[src/hw/dcmr_params.svh]
// Timing constants for the power-down and mode-register command pacer
`ifndef DCMR_PARAMS_SVH
`define DCMR_PARAMS_SVH

// ----------------------------------------
// Clock
// ----------------------------------------
`define DCMR_CLK_PS 50000
`define DCMR_BOOT_TCK_MAX_PS 100000
`define DCMR_SYNC_STAGES 2

// ----------------------------------------
// CKE windows, ps and clock counts
// ----------------------------------------
`define DCMR_TCKE_PS 7500
`define DCMR_TCKE_NCK 4
`define DCMR_CMDCKE_PS 1750
`define DCMR_CMDCKE_NCK 3
`define DCMR_CKELCK_PS 5000
`define DCMR_CKELCK_NCK 5
`define DCMR_CSCKE_PS 1750
`define DCMR_CKELCS_PS 5000
`define DCMR_CKELCS_NCK 5
`define DCMR_CKCKEH_PS 1750
`define DCMR_CKCKEH_NCK 3
`define DCMR_CSCKEH_PS 1750
`define DCMR_CKEHCS_PS 7500
`define DCMR_CKEHCS_NCK 5
`define DCMR_XP_PS 7500
`define DCMR_XP_NCK 5
`define DCMR_MRWCKEL_PS 14000
`define DCMR_MRWCKEL_NCK 10
`define DCMR_ZQCKE_PS 1750
`define DCMR_ZQCKE_NCK 3

// ----------------------------------------
// Mode-register spacing
// ----------------------------------------
`define DCMR_MRW_PS 10000
`define DCMR_MRW_NCK 10
`define DCMR_MRD_PS 14000
`define DCMR_MRD_NCK 10
`define DCMR_MRR_NCK 8
`define DCMR_RCD_PS 18000
`define DCMR_RCD_NCK 4
`define DCMR_MRRI_NCK 3
`define DCMR_SDO_PS 20000
`define DCMR_SDO_NCK 12

`endif

[src/hw/dcmr_pkg.sv]
// Types shared by the power-down and mode-register command pacer
package dcmr_pkg;

  // ----------------------------------------
  // Command kinds
  // ----------------------------------------
  typedef enum logic [2:0] {
    DCMR_CMD_OTHER,
    DCMR_CMD_MRW,
    DCMR_CMD_MRR,
    DCMR_CMD_ZQ_START
  } dcmr_cmd_e;

  // Request from the user side
  typedef struct packed {
    dcmr_cmd_e cmd;
    logic [5:0] addr;
    logic [7:0] op;
    logic dqs_on;
  } dcmr_req_s;

  // Command presented toward the memory
  typedef struct packed {
    logic valid;
    dcmr_cmd_e cmd;
    logic [5:0] addr;
    logic [7:0] op;
  } dcmr_issue_s;

  // Power state sequencer
  typedef enum logic [2:0] {
    DCMR_ST_ACTIVE,
    DCMR_ST_PDE_CS,
    DCMR_ST_PD_HOLD,
    DCMR_ST_PD_STOP,
    DCMR_ST_PDX_CLK
  } dcmr_state_e;

endpackage : dcmr_pkg

[src/hw/dcmr_ctrl.sv]
// Host-side pacer for CKE power-down and mode-register commands
`timescale 1ns/1ns
`default_nettype none
`include "dcmr_params.svh"

module dcmr_ctrl
  import dcmr_pkg::*;
#(
  parameter int CLK_PS = `DCMR_CLK_PS,
  parameter int TW = 5
) (
  input wire logic ref_clk_i,
  input wire logic rstn_i,
  input wire logic req_valid_i,
  input wire dcmr_req_s req_i,
  input wire logic pd_req_i,
  input wire logic dqs_i,
  output logic req_ready_o,
  output logic req_ack_o,
  output dcmr_issue_s issue_o,
  output logic cke_o,
  output logic cs_o,
  output logic ck_en_o,
  output logic pd_o,
  output logic sdo_err_o
);

  // ----------------------------------------
  // Cycle counts
  // ----------------------------------------

  // Larger of rounded-up ps time and clock count, never below one
  function automatic logic [TW-1:0] cyc(input int ps, input int nck);
    int c;
    c = (ps + CLK_PS - 1) / CLK_PS;
    if (nck > c) begin
      c = nck;
    end
    if (c < 1) begin
      c = 1;
    end
    return c[TW-1:0];
  endfunction : cyc

  // Larger of two counts
  function automatic logic [TW-1:0] mx(input logic [TW-1:0] a, input logic [TW-1:0] b);
    return (a > b) ? a : b;
  endfunction : mx

  // CKE minimum level width
  localparam logic [TW-1:0] C_CKE = cyc(`DCMR_TCKE_PS, `DCMR_TCKE_NCK);
  // Last command to CKE low
  localparam logic [TW-1:0] C_CMDCKE = cyc(`DCMR_CMDCKE_PS, `DCMR_CMDCKE_NCK);
  // Clock and CS valid after CKE low, plain case
  localparam logic [TW-1:0] C_CKEL = mx(cyc(`DCMR_CKELCK_PS, `DCMR_CKELCK_NCK),
                                        cyc(`DCMR_CKELCS_PS, `DCMR_CKELCS_NCK));
  // Same after a mode write
  localparam logic [TW-1:0] C_MRWL = mx(C_CKEL, cyc(`DCMR_MRWCKEL_PS, `DCMR_MRWCKEL_NCK));
  // Same after a calibration start
  localparam logic [TW-1:0] C_ZQL = mx(C_CKEL, cyc(`DCMR_ZQCKE_PS, `DCMR_ZQCKE_NCK));
  // CS setup before CKE low, whole cycles
  localparam logic [TW-1:0] C_CSCKE = cyc(`DCMR_CSCKE_PS, 1);
  // Clock and CS running before CKE high
  localparam logic [TW-1:0] C_CKCKEH = mx(cyc(`DCMR_CKCKEH_PS, `DCMR_CKCKEH_NCK),
                                          cyc(`DCMR_CSCKEH_PS, 1));
  // CS valid after CKE high
  localparam logic [TW-1:0] C_CKEHCS = cyc(`DCMR_CKEHCS_PS, `DCMR_CKEHCS_NCK);
  // Exit to first command
  localparam logic [TW-1:0] C_XP = cyc(`DCMR_XP_PS, `DCMR_XP_NCK);
  // Exit to first mode read: tXP then tRCD plus three clocks
  localparam logic [TW-1:0] C_MRRI = C_XP + cyc(`DCMR_RCD_PS, `DCMR_RCD_NCK)
                                     + cyc(0, `DCMR_MRRI_NCK);
  // Mode write spacing
  localparam logic [TW-1:0] C_MRW = cyc(`DCMR_MRW_PS, `DCMR_MRW_NCK);
  // Mode write to dependent command
  localparam logic [TW-1:0] C_MRD = cyc(`DCMR_MRD_PS, `DCMR_MRD_NCK);
  // Mode read spacing
  localparam logic [TW-1:0] C_MRR = cyc(0, `DCMR_MRR_NCK);
  // Strobe window, widened by the input synchroniser
  localparam logic [TW-1:0] C_SDO = cyc(`DCMR_SDO_PS, `DCMR_SDO_NCK)
                                    + cyc(0, `DCMR_SYNC_STAGES);
  // Boot clock must not be slower than the limit
  localparam bit BOOT_OK = (CLK_PS <= `DCMR_BOOT_TCK_MAX_PS);

  // ----------------------------------------
  // Timer indices
  // ----------------------------------------
  localparam int T_CKE = 0;
  localparam int T_CMDCKE = 1;
  localparam int T_CKEL = 2;
  localparam int T_CKCKEH = 3;
  localparam int T_CKEHCS = 4;
  localparam int T_XP = 5;
  localparam int T_MRW = 6;
  localparam int T_MRD = 7;
  localparam int T_MRR = 8;
  localparam int T_MRRI = 9;
  localparam int T_SDO = 10;
  localparam int T_CSCKE = 11;
  localparam int NT = 12;

  // ----------------------------------------
  // Signals
  // ----------------------------------------
  dcmr_state_e state_q; // Power sequencer state
  logic [TW-1:0] tmr_q [NT]; // Down-counters
  logic [NT-1:0] ld; // Per-timer load strobe
  logic [TW-1:0] ldv [NT]; // Per-timer load value
  logic [NT-1:0] zero; // Timer has expired
  dcmr_cmd_e last_cmd_q; // Last command before power-down
  logic sync1_q; // Strobe synchroniser, first stage
  logic dqs_q; // Strobe synchroniser, second stage
  logic watch_q; // Waiting for strobe after mode write
  logic cmd_ok; // Presented command meets its spacing
  logic take; // Command issued this cycle
  logic pd_go; // Power-down entry starts this cycle
  logic exit_go; // CKE rises this cycle
  logic sdo_ld; // Start of strobe watch

  // ----------------------------------------
  // Delay timers
  // ----------------------------------------

  // One down-counter per delay; load wins over counting
  genvar gi;
  generate
    for (gi = 0; gi < NT; gi++) begin : g_tmr
      always_ff @(posedge ref_clk_i) begin
        if (!rstn_i) begin
          tmr_q[gi] <= '0;
        end else if (ld[gi]) begin
          tmr_q[gi] <= ldv[gi];
        end else if (tmr_q[gi] != '0) begin
          tmr_q[gi] <= tmr_q[gi] - 1'b1;
        end
      end
      assign zero[gi] = (tmr_q[gi] == '0);
    end
  endgenerate

  // ----------------------------------------
  // Command admission
  // ----------------------------------------

  // Spacing check for the presented command
  always_comb begin
    cmd_ok = zero[T_XP] && zero[T_CKEHCS];
    case (req_i.cmd)
      DCMR_CMD_MRW: begin
        cmd_ok = cmd_ok && zero[T_MRW];
      end
      DCMR_CMD_MRR: begin
        cmd_ok = cmd_ok && zero[T_MRD] && zero[T_MRR] && zero[T_MRRI];
      end
      default: begin
        cmd_ok = cmd_ok && zero[T_MRD];
      end
    endcase
  end

  // Request is held by the user until acknowledged
  assign take = req_valid_i && req_ready_o && cmd_ok && (state_q == DCMR_ST_ACTIVE);

  // Power-down may start only once every entry delay has run out
  assign pd_go = (state_q == DCMR_ST_ACTIVE) && pd_req_i && !take
                 && zero[T_CMDCKE] && zero[T_CKE] && zero[T_CKEHCS];
  assign exit_go = (state_q == DCMR_ST_PDX_CLK) && zero[T_CKCKEH];
  assign sdo_ld = take && (req_i.cmd == DCMR_CMD_MRW) && req_i.dqs_on;

  // ----------------------------------------
  // Timer loads
  // ----------------------------------------

  // Which delays start on which event
  always_comb begin
    ld = '0;
    ld[T_CMDCKE] = take;
    ld[T_MRW] = take && (req_i.cmd == DCMR_CMD_MRW);
    ld[T_MRD] = take && (req_i.cmd == DCMR_CMD_MRW);
    ld[T_MRR] = take && (req_i.cmd == DCMR_CMD_MRR);
    ld[T_SDO] = sdo_ld;
    ld[T_CSCKE] = pd_go;
    ld[T_CKE] = (state_q == DCMR_ST_PDE_CS && zero[T_CSCKE]) || exit_go;
    ld[T_CKEL] = (state_q == DCMR_ST_PDE_CS && zero[T_CSCKE]);
    ld[T_CKCKEH] = (state_q == DCMR_ST_PD_STOP) && !pd_req_i;
    ld[T_CKEHCS] = exit_go;
    ld[T_XP] = exit_go;
    ld[T_MRRI] = exit_go;
  end

  // Load values; the hold after CKE low depends on the last command
  always_comb begin
    ldv[T_CKE] = C_CKE;
    ldv[T_CMDCKE] = C_CMDCKE;
    ldv[T_CKCKEH] = C_CKCKEH;
    ldv[T_CKEHCS] = C_CKEHCS;
    ldv[T_XP] = C_XP;
    ldv[T_MRW] = C_MRW;
    ldv[T_MRD] = C_MRD;
    ldv[T_MRR] = C_MRR;
    ldv[T_MRRI] = C_MRRI;
    ldv[T_SDO] = C_SDO;
    ldv[T_CSCKE] = C_CSCKE;
    if (last_cmd_q == DCMR_CMD_MRW) begin
      ldv[T_CKEL] = C_MRWL;
    end else if (last_cmd_q == DCMR_CMD_ZQ_START) begin
      ldv[T_CKEL] = C_ZQL;
    end else begin
      ldv[T_CKEL] = C_CKEL;
    end
  end

  // ----------------------------------------
  // Power sequencer
  // ----------------------------------------

  // Entry: CS settle, CKE low, hold clock, stop clock
  // Exit: restart clock, wait, raise CKE
  always_ff @(posedge ref_clk_i) begin
    if (!rstn_i) begin
      state_q <= DCMR_ST_ACTIVE;
    end else begin
      case (state_q)
        DCMR_ST_ACTIVE: begin
          if (pd_go) begin
            state_q <= DCMR_ST_PDE_CS;
          end
        end
        DCMR_ST_PDE_CS: begin
          // CS sits deselected at least two full cycles before CKE drops
          if (zero[T_CSCKE]) begin
            state_q <= DCMR_ST_PD_HOLD;
          end
        end
        DCMR_ST_PD_HOLD: begin
          // Clock and CS stay valid, and CKE low holds tCKE
          if (zero[T_CKEL] && zero[T_CKE]) begin
            state_q <= DCMR_ST_PD_STOP;
          end
        end
        DCMR_ST_PD_STOP: begin
          if (!pd_req_i) begin
            state_q <= DCMR_ST_PDX_CLK;
          end
        end
        DCMR_ST_PDX_CLK: begin
          if (exit_go) begin
            state_q <= DCMR_ST_ACTIVE;
          end
        end
        default: begin
          state_q <= DCMR_ST_ACTIVE;
        end
      endcase
    end
  end

  // ----------------------------------------
  // Pins toward the memory
  // ----------------------------------------

  // CKE drops on leaving the CS settle state, rises on exit
  always_ff @(posedge ref_clk_i) begin
    if (!rstn_i) begin
      cke_o <= 1'b1;
    end else if (state_q == DCMR_ST_PDE_CS && zero[T_CSCKE]) begin
      cke_o <= 1'b0;
    end else if (exit_go) begin
      cke_o <= 1'b1;
    end
  end

  // Clock gate: off only once the post-entry hold is over
  // Gating keeps the clock off for good when the reference is slower than the boot limit
  always_ff @(posedge ref_clk_i) begin
    if (!rstn_i) begin
      ck_en_o <= BOOT_OK;
    end else if (state_q == DCMR_ST_PD_HOLD && zero[T_CKEL] && zero[T_CKE]) begin
      ck_en_o <= 1'b0;
    end else if (state_q == DCMR_ST_PD_STOP && !pd_req_i) begin
      ck_en_o <= BOOT_OK;
    end
  end

  // CS high only in the issue cycle; low is a valid deselect level
  always_ff @(posedge ref_clk_i) begin
    if (!rstn_i) begin
      cs_o <= 1'b0;
    end else begin
      cs_o <= take;
    end
  end

  // Registered command word, valid for one cycle
  always_ff @(posedge ref_clk_i) begin
    if (!rstn_i) begin
      issue_o <= '0;
    end else begin
      issue_o.valid <= take;
      issue_o.cmd <= take ? req_i.cmd : DCMR_CMD_OTHER;
      issue_o.addr <= take ? req_i.addr : 6'h00;
      issue_o.op <= take ? req_i.op : 8'h00;
    end
  end

  // ----------------------------------------
  // User handshake
  // ----------------------------------------

  // Ready drops while power-down is wanted or under way
  always_ff @(posedge ref_clk_i) begin
    if (!rstn_i) begin
      req_ready_o <= 1'b0;
    end else begin
      req_ready_o <= (state_q == DCMR_ST_ACTIVE) && !pd_go && !pd_req_i && !exit_go;
    end
  end

  // Acknowledge pulse in the issue cycle
  always_ff @(posedge ref_clk_i) begin
    if (!rstn_i) begin
      req_ack_o <= 1'b0;
    end else begin
      req_ack_o <= take;
    end
  end

  // Power-down status: high from the cycle after CKE low until CKE high
  always_ff @(posedge ref_clk_i) begin
    if (!rstn_i) begin
      pd_o <= 1'b0;
    end else begin
      pd_o <= (state_q == DCMR_ST_PD_HOLD) || (state_q == DCMR_ST_PD_STOP)
              || (state_q == DCMR_ST_PDX_CLK && !exit_go);
    end
  end

  // Remember the last command to size the post-entry hold
  always_ff @(posedge ref_clk_i) begin
    if (!rstn_i) begin
      last_cmd_q <= DCMR_CMD_OTHER;
    end else if (take) begin
      last_cmd_q <= req_i.cmd;
    end
  end

  // ----------------------------------------
  // Strobe watch
  // ----------------------------------------

  // Two-stage synchroniser on the strobe pin
  always_ff @(posedge ref_clk_i) begin
    if (!rstn_i) begin
      sync1_q <= 1'b0;
      dqs_q <= 1'b0;
    end else begin
      sync1_q <= dqs_i;
      dqs_q <= sync1_q;
    end
  end

  // Sticky error if the device never drives the strobe in time
  always_ff @(posedge ref_clk_i) begin
    if (!rstn_i) begin
      watch_q <= 1'b0;
      sdo_err_o <= 1'b0;
    end else if (sdo_ld) begin
      watch_q <= 1'b1;
    end else if (watch_q && dqs_q) begin
      watch_q <= 1'b0;
    end else if (watch_q && zero[T_SDO]) begin
      watch_q <= 1'b0;
      sdo_err_o <= 1'b1;
    end
  end

endmodule : dcmr_ctrl

`default_nettype wire

[config.mk]
export PLATFORM = sky130hd
export DESIGN_NAME = dcmr_ctrl
export DESIGN_NICKNAME = d
export VERILOG_FILES = /design/src/hw/dcmr_pkg.sv /design/src/hw/dcmr_ctrl.sv
export VERILOG_INCLUDE_DIRS = /design/src /design/src/hw
export SDC_FILE = /design/constraint.sdc
export NUM_CORES = 1
export LEC_CHECK = 0
export BUFFER_PORTS_ARGS = -buffer_cell sky130_fd_sc_hd__buf_2
export CORE_MARGIN = 4
export CORE_UTILIZATION = 40
export DETAILED_ROUTE_END_ITERATION = 8
export PLACE_DENSITY_LB_ADDON = 0.12
export SLEW_MARGIN = 30
export SYNTH_ARGS = -nofsm -noshare
export SYNTH_HDL_FRONTEND = slang
export SYNTH_SLANG_ARGS = --single-unit
[constraint.sdc]
create_clock -name ref_clk_i -period 5.2 [get_ports ref_clk_i]
set_clock_uncertainty 0.1 [all_clocks]
set_input_delay 1.04 -clock ref_clk_i [delete_from_list [all_inputs] [get_ports ref_clk_i]]
set_output_delay 1.04 -clock ref_clk_i [all_outputs]
set_load 0.02 [all_outputs]
Yosys cells after proc, flatten, opt, wreduce, memory -nomap -nowiden
Memories as Yosys holds them, arrays and structs flattened.
Index checks and enable logic that the tools add are counted.
{ "op_classes": {"add_sub_neg": 12, "mux": 115, "n_bitwise": 26, "reduce_logical": 66, "n_eq_ne": 12} }
{ "op_table": {"columns": ["cell", "n"], "rows": [
  ["two-way mux 5 bit", 24],
  ["two-way mux 1 bit", 83],
  ["zero test 5 bit", 12],
  ["nonzero test 5 bit", 12],
  ["subtractor 5 x 1 -> 5 bit (second input constant)", 12],
  ["logical AND 1 bit", 28],
  ["bitwise OR 1 bit", 24],
  ["two-way mux 3 bit", 5],
  ["case mux 3 bit (5 select lines)", 1],
  ["inequality test 2 bit (second input constant)", 5],
  ["== test 3 x 1 -> 1 bit (second input constant)", 3],
  ["== test 3 x 2 -> 1 bit (second input constant)", 3],
  ["AND reduction 5 bit", 1],
  ["zero test 1 bit", 4],
  ["two-way mux 4 bit", 1],
  ["nonzero test 2 bit", 2],
  ["== test 3 bit (second input constant)", 1],
  ["zero test 3 bit", 1],
  ["logical OR 1 bit", 3],
  ["AND reduction 3 bit", 1],
  ["nonzero test 3 bit", 1],
  ["inverter 1 bit", 2],
  ["case mux 1 bit (2 select lines)", 1],
  ["AND reduction 2 bit", 1]
]} }
{ "totals": {"mem_count": 1, "ram_bits": 60, "elab_cells": 246, "out_inout_bits": 25, "in_bits": 23, "regBits": 32} }
{ "mem_list": {"columns": ["name", "depth", "word_bits", "rd", "rd_clocked_by_memory_dff", "wr", "line", "source"], "rows": [
  ["tmr_q", 12, 5, 12, 0, 12, "dcmr_ctrl.sv:106", "logic [TW-1:0] tmr_q [NT];"]
]} }

Depth between registers and ports, before layout
An unclocked memory read counts as a cell.
{ "depth": {"word_depth": 19, "mapped_depth": 9, "depth_no_buf": 7} }

Worst setup path before layout
Ideal clock, no wire load.
{ "synth_path": {"path_type": "in2reg", "from": "in req_valid_i", "to": "mem tmr_q[8][0], in the netlist tmr_q[2][0] (enable)", "path_buffers": 2, "setup_ns": 0.318, "path_stages": 7, "slack_ns": 2.608, "required_time_ns": 4.782, "arrival_time_ns": 2.174, "path_cell_list": "and2_0 -> nand4_1 -> a2111oi_4 -> buf_6 -> buf_6 -> nand2_1 -> nand3_1"} }
{ "synth_rtl": {"columns": ["item", "line", "source"], "rows": [
  ["start: declaration", "dcmr_ctrl.sv:14", "input wire logic req_valid_i,"],
  ["end: declaration", "dcmr_ctrl.sv:106", null]
]} }

==> key figures <==
Run status
  • Status: finished clean

Routing
  • DRT antenna net count: 0
  • Via/cell ratio: roughly 5
  • DR iter-0 viols: 90
  • DR vias: 3056
  • DRT Wirelength: 8.55 mm
  • DRT Pass-1 Iters: 4
  • DRC viols: 0
  • DR WL/cell: roughly 14 um

Synthesis
  • Library cells used by synthesis: 46
  • Synthesized area: 4460 um^2
  • Seq cells post-synth: around 90
  • Ys flop type: edfxtp_1
  • Synth Instances: 421
  • Register area share after synthesis: 54.8%
  • Asr flop ratio synth: 0%
  • Yosys warnings: 0
  • Syn nets: 462
  • Post-Syn Area per Cell: 10.6 um^2
  • EDFF count, synth: 60

Worst setup path
  • Reg-to-reg critical path startpoint: tmr_q[2][0]
  • CP max FO: 28
  • Crit path to: tmr_q[2][15]
  • Flop-to-flop setup slack: 2.28 ns
  • Req. time, crit path: about 5 ns
  • Worst R2R End: tmr_q[2][15]
  • CP Capture Type: flip-flop
  • Worst r2r path cells: 8
  • Kind of critical path: reg2reg
  • CP startpoint: tmr_q[2][0]
  • Worst EP arrival: 2.85 ns
  • Startpoint class of the critical path: flip-flop

Clock network
  • TritonCTS Sinks: around 90
  • Clock root buffer master: clkbuf_8
  • Clock latency on the worst-skew pair: 0.36 ns
  • Setup Fix Bufs, Post-CTS: 0
  • Num CTS Buffers: 9
  • Post_cts resized: 0
  • CTS max path bufs: 2
  • CTS tree: done
  • Cts hold-fix bufs: 0
  • Htree depth: 3
  • Reg clk slew, reported paths: 0.09 ns

Pwr
  • PwrDens: 538 nW/um^2
  • Leakage: 2.11 nW
  • VDD IR max: 0.218 mV

STA
  • Fmax: 343 MHz
  • Least-Margin Pin Slew: 0.791 ns
  • Fin crit period: 2.92 ns
  • Setup TNS: 0 ns
  • Final Hold Violating Endpoints: 0
  • Slew Limit Fails: 0
  • Slew HR: a little under half
  • # setup viols final: 0
  • RSZ-0062 raised after global routing: no
  • Final period util: between 50% and 60%

Global routing
  • Antenna violations before repair: 0
  • Gr usage total: 14.0%
  • Global-route wire length before repair: approximately 15 mm
  • Vias in the first global route: 3136
  • Largest net degree at the start of global routing: 45
  • Grt total ovfl: 0

Flow run
  • Max-cap violations: 0

Placement
  • PortBufs: 47
  • GP Congestion: 0.772
  • Detailed Place HPWL: 6.23 mm
  • DP Area: 4820 um^2

Cells and area
  • Most common cell after layout, fill and taps aside: nor2_1
  • Diodes inserted: 0
  • Final net count: 510
  • Proportion of layout cells with a drive suffix above 1: 16.0%
  • Layout fillers: 1016
  • Commonest cells after routing, fill and taps aside: nor2_1, edfxtp_1, buf_2, nand2_1, dfxtp_1
  • Cell area after layout: 5010 um^2
  • Syn-to-layout area delta: 12.5%

Floorplan
  • IO Count: 48
  • Starting density of the core: 40.9%
  • Cell Rows: 38
  • Die area: ~13000 um^2
  • Die W: roughly 110 um
  • Die Ht: about 110 um
  • Core area: 10900 um^2

Worst hold path
  • Hold WC Path Type: reg2reg
## report_power, final
| part | internal [W] | switching, W | leakage, nW |
|---|---|---|---|
| clock | 0.000208 | 0.000264 | 0.0996 |
| sequential | 0.00109 | 0.000176 | 0.939 |
| combinational | 0.000431 | 0.000524 | 1.07 |
## stage by stage
| step | util, % | setup WS, ns | cells | hold slack (ns) | total power (W) |
|---|---|---|---|---|---|
| floorplan | - | 2.61 | 421 | 0.312 | 0.00201 |
| global placement | 44.3 | 2.12 | 598 | 0.323 | 0.00222 |
| detailed placement | 44.3 | 2.07 | 598 | 0.321 | 0.00224 |
| CTS | 46.0 | 2.26 | 614 | 0.344 | 0.00273 |
| global route | 46.0 | 1.98 | 614 | 0.364 | 0.00291 |
| finish | 46.0 | 2.28 | 614 | 0.342 | 0.00270 |
## how the worst min path moves through the flow
stage | from | endpoint | slack, ns | depth (start not counted)
final | sync1_q | dqs_q | 0.34 | 1
after global routing | sync1_q | dqs_q | 0.36 | 1
after CTS | sync1_q | dqs_q | 0.34 | 1
after detailed placement | sync1_q | dqs_q | 0.32 | 1
after global placement | sync1_q | dqs_q | 0.32 | 1
after floorplan | sync1_q | dqs_q | 0.31 | 1
## Yosys cell counts (4+ instances only)
cell       n  area [um^2]
nor2_1    64          240
edfxtp_1  60         1800
nand2_1   33          124
dfxtp_1   32          641
inv_1     27          101
xnor2_1   23          201
and3_1    22          138
nor3_1    19         95.1
ha_1      18          225
o21ai_0   17         85.1
clkbuf_1   9         33.8
nand2b_1   9         56.3
nand3_1    9         45.0
a21oi_1    7         35.0
o21a_1     6         45.0
xor2_1     6         52.6
nand4_1    5         31.3
nor4b_1    4         35.0
nor4b_2    4         60.1
or3_1      4         25.0
## layout make-up
cell class                      count  area [um^2]  share of cell area, %
Sequential cell                    92         2440                   48.7
Multi-Input combinational cell    288         1840                   36.6
Timing Repair Buffer               51          265                   5.29
Tap cell                          140          175                   3.49
Clock buffer                       11          153                   3.04
Inverter                           27          101                   2.02
Clock inverter                      5         41.3                  0.824
## sequential cells by signal, summed over array words and instances (netlist names), 3 cells and up
name	flops
tmr_q	60
last_cmd_q	3
issue_o	17
state_q	3
## critical path: stages, from the launching register on
cell and delay [ns]:
edfxtp_1 0.43, inv_1 0.10, ha_1 0.16, nor4b_1 0.42, nand3_1 0.21, a2111oi_4 0.36
buf_4 0.33, nor3_1 0.15, nand3b_1 0.31
## per-layer routing
metal,GRT usage [%],vias up,routed length [um]
met3,2.23,11,131
met1,17.8,1446,4050
li1,-,1580,-
met4,6.25,0,163
met5,0,-,0
met2,23.6,19,4200
## logic make-up after synthesis
family                     after synthesis  share of synthesized area, %
xor gates and xnor gates                29                          5.70
DFF                                     92                          54.8
AOI/OAI and AO/OA                       48                          7.30
buffers and inverters                   41                          4.04
and+or+nand+nor                        193                          23.1
adders and majority gates               18                          5.05
Note: power is estimated with default switching activity, not from simulation.
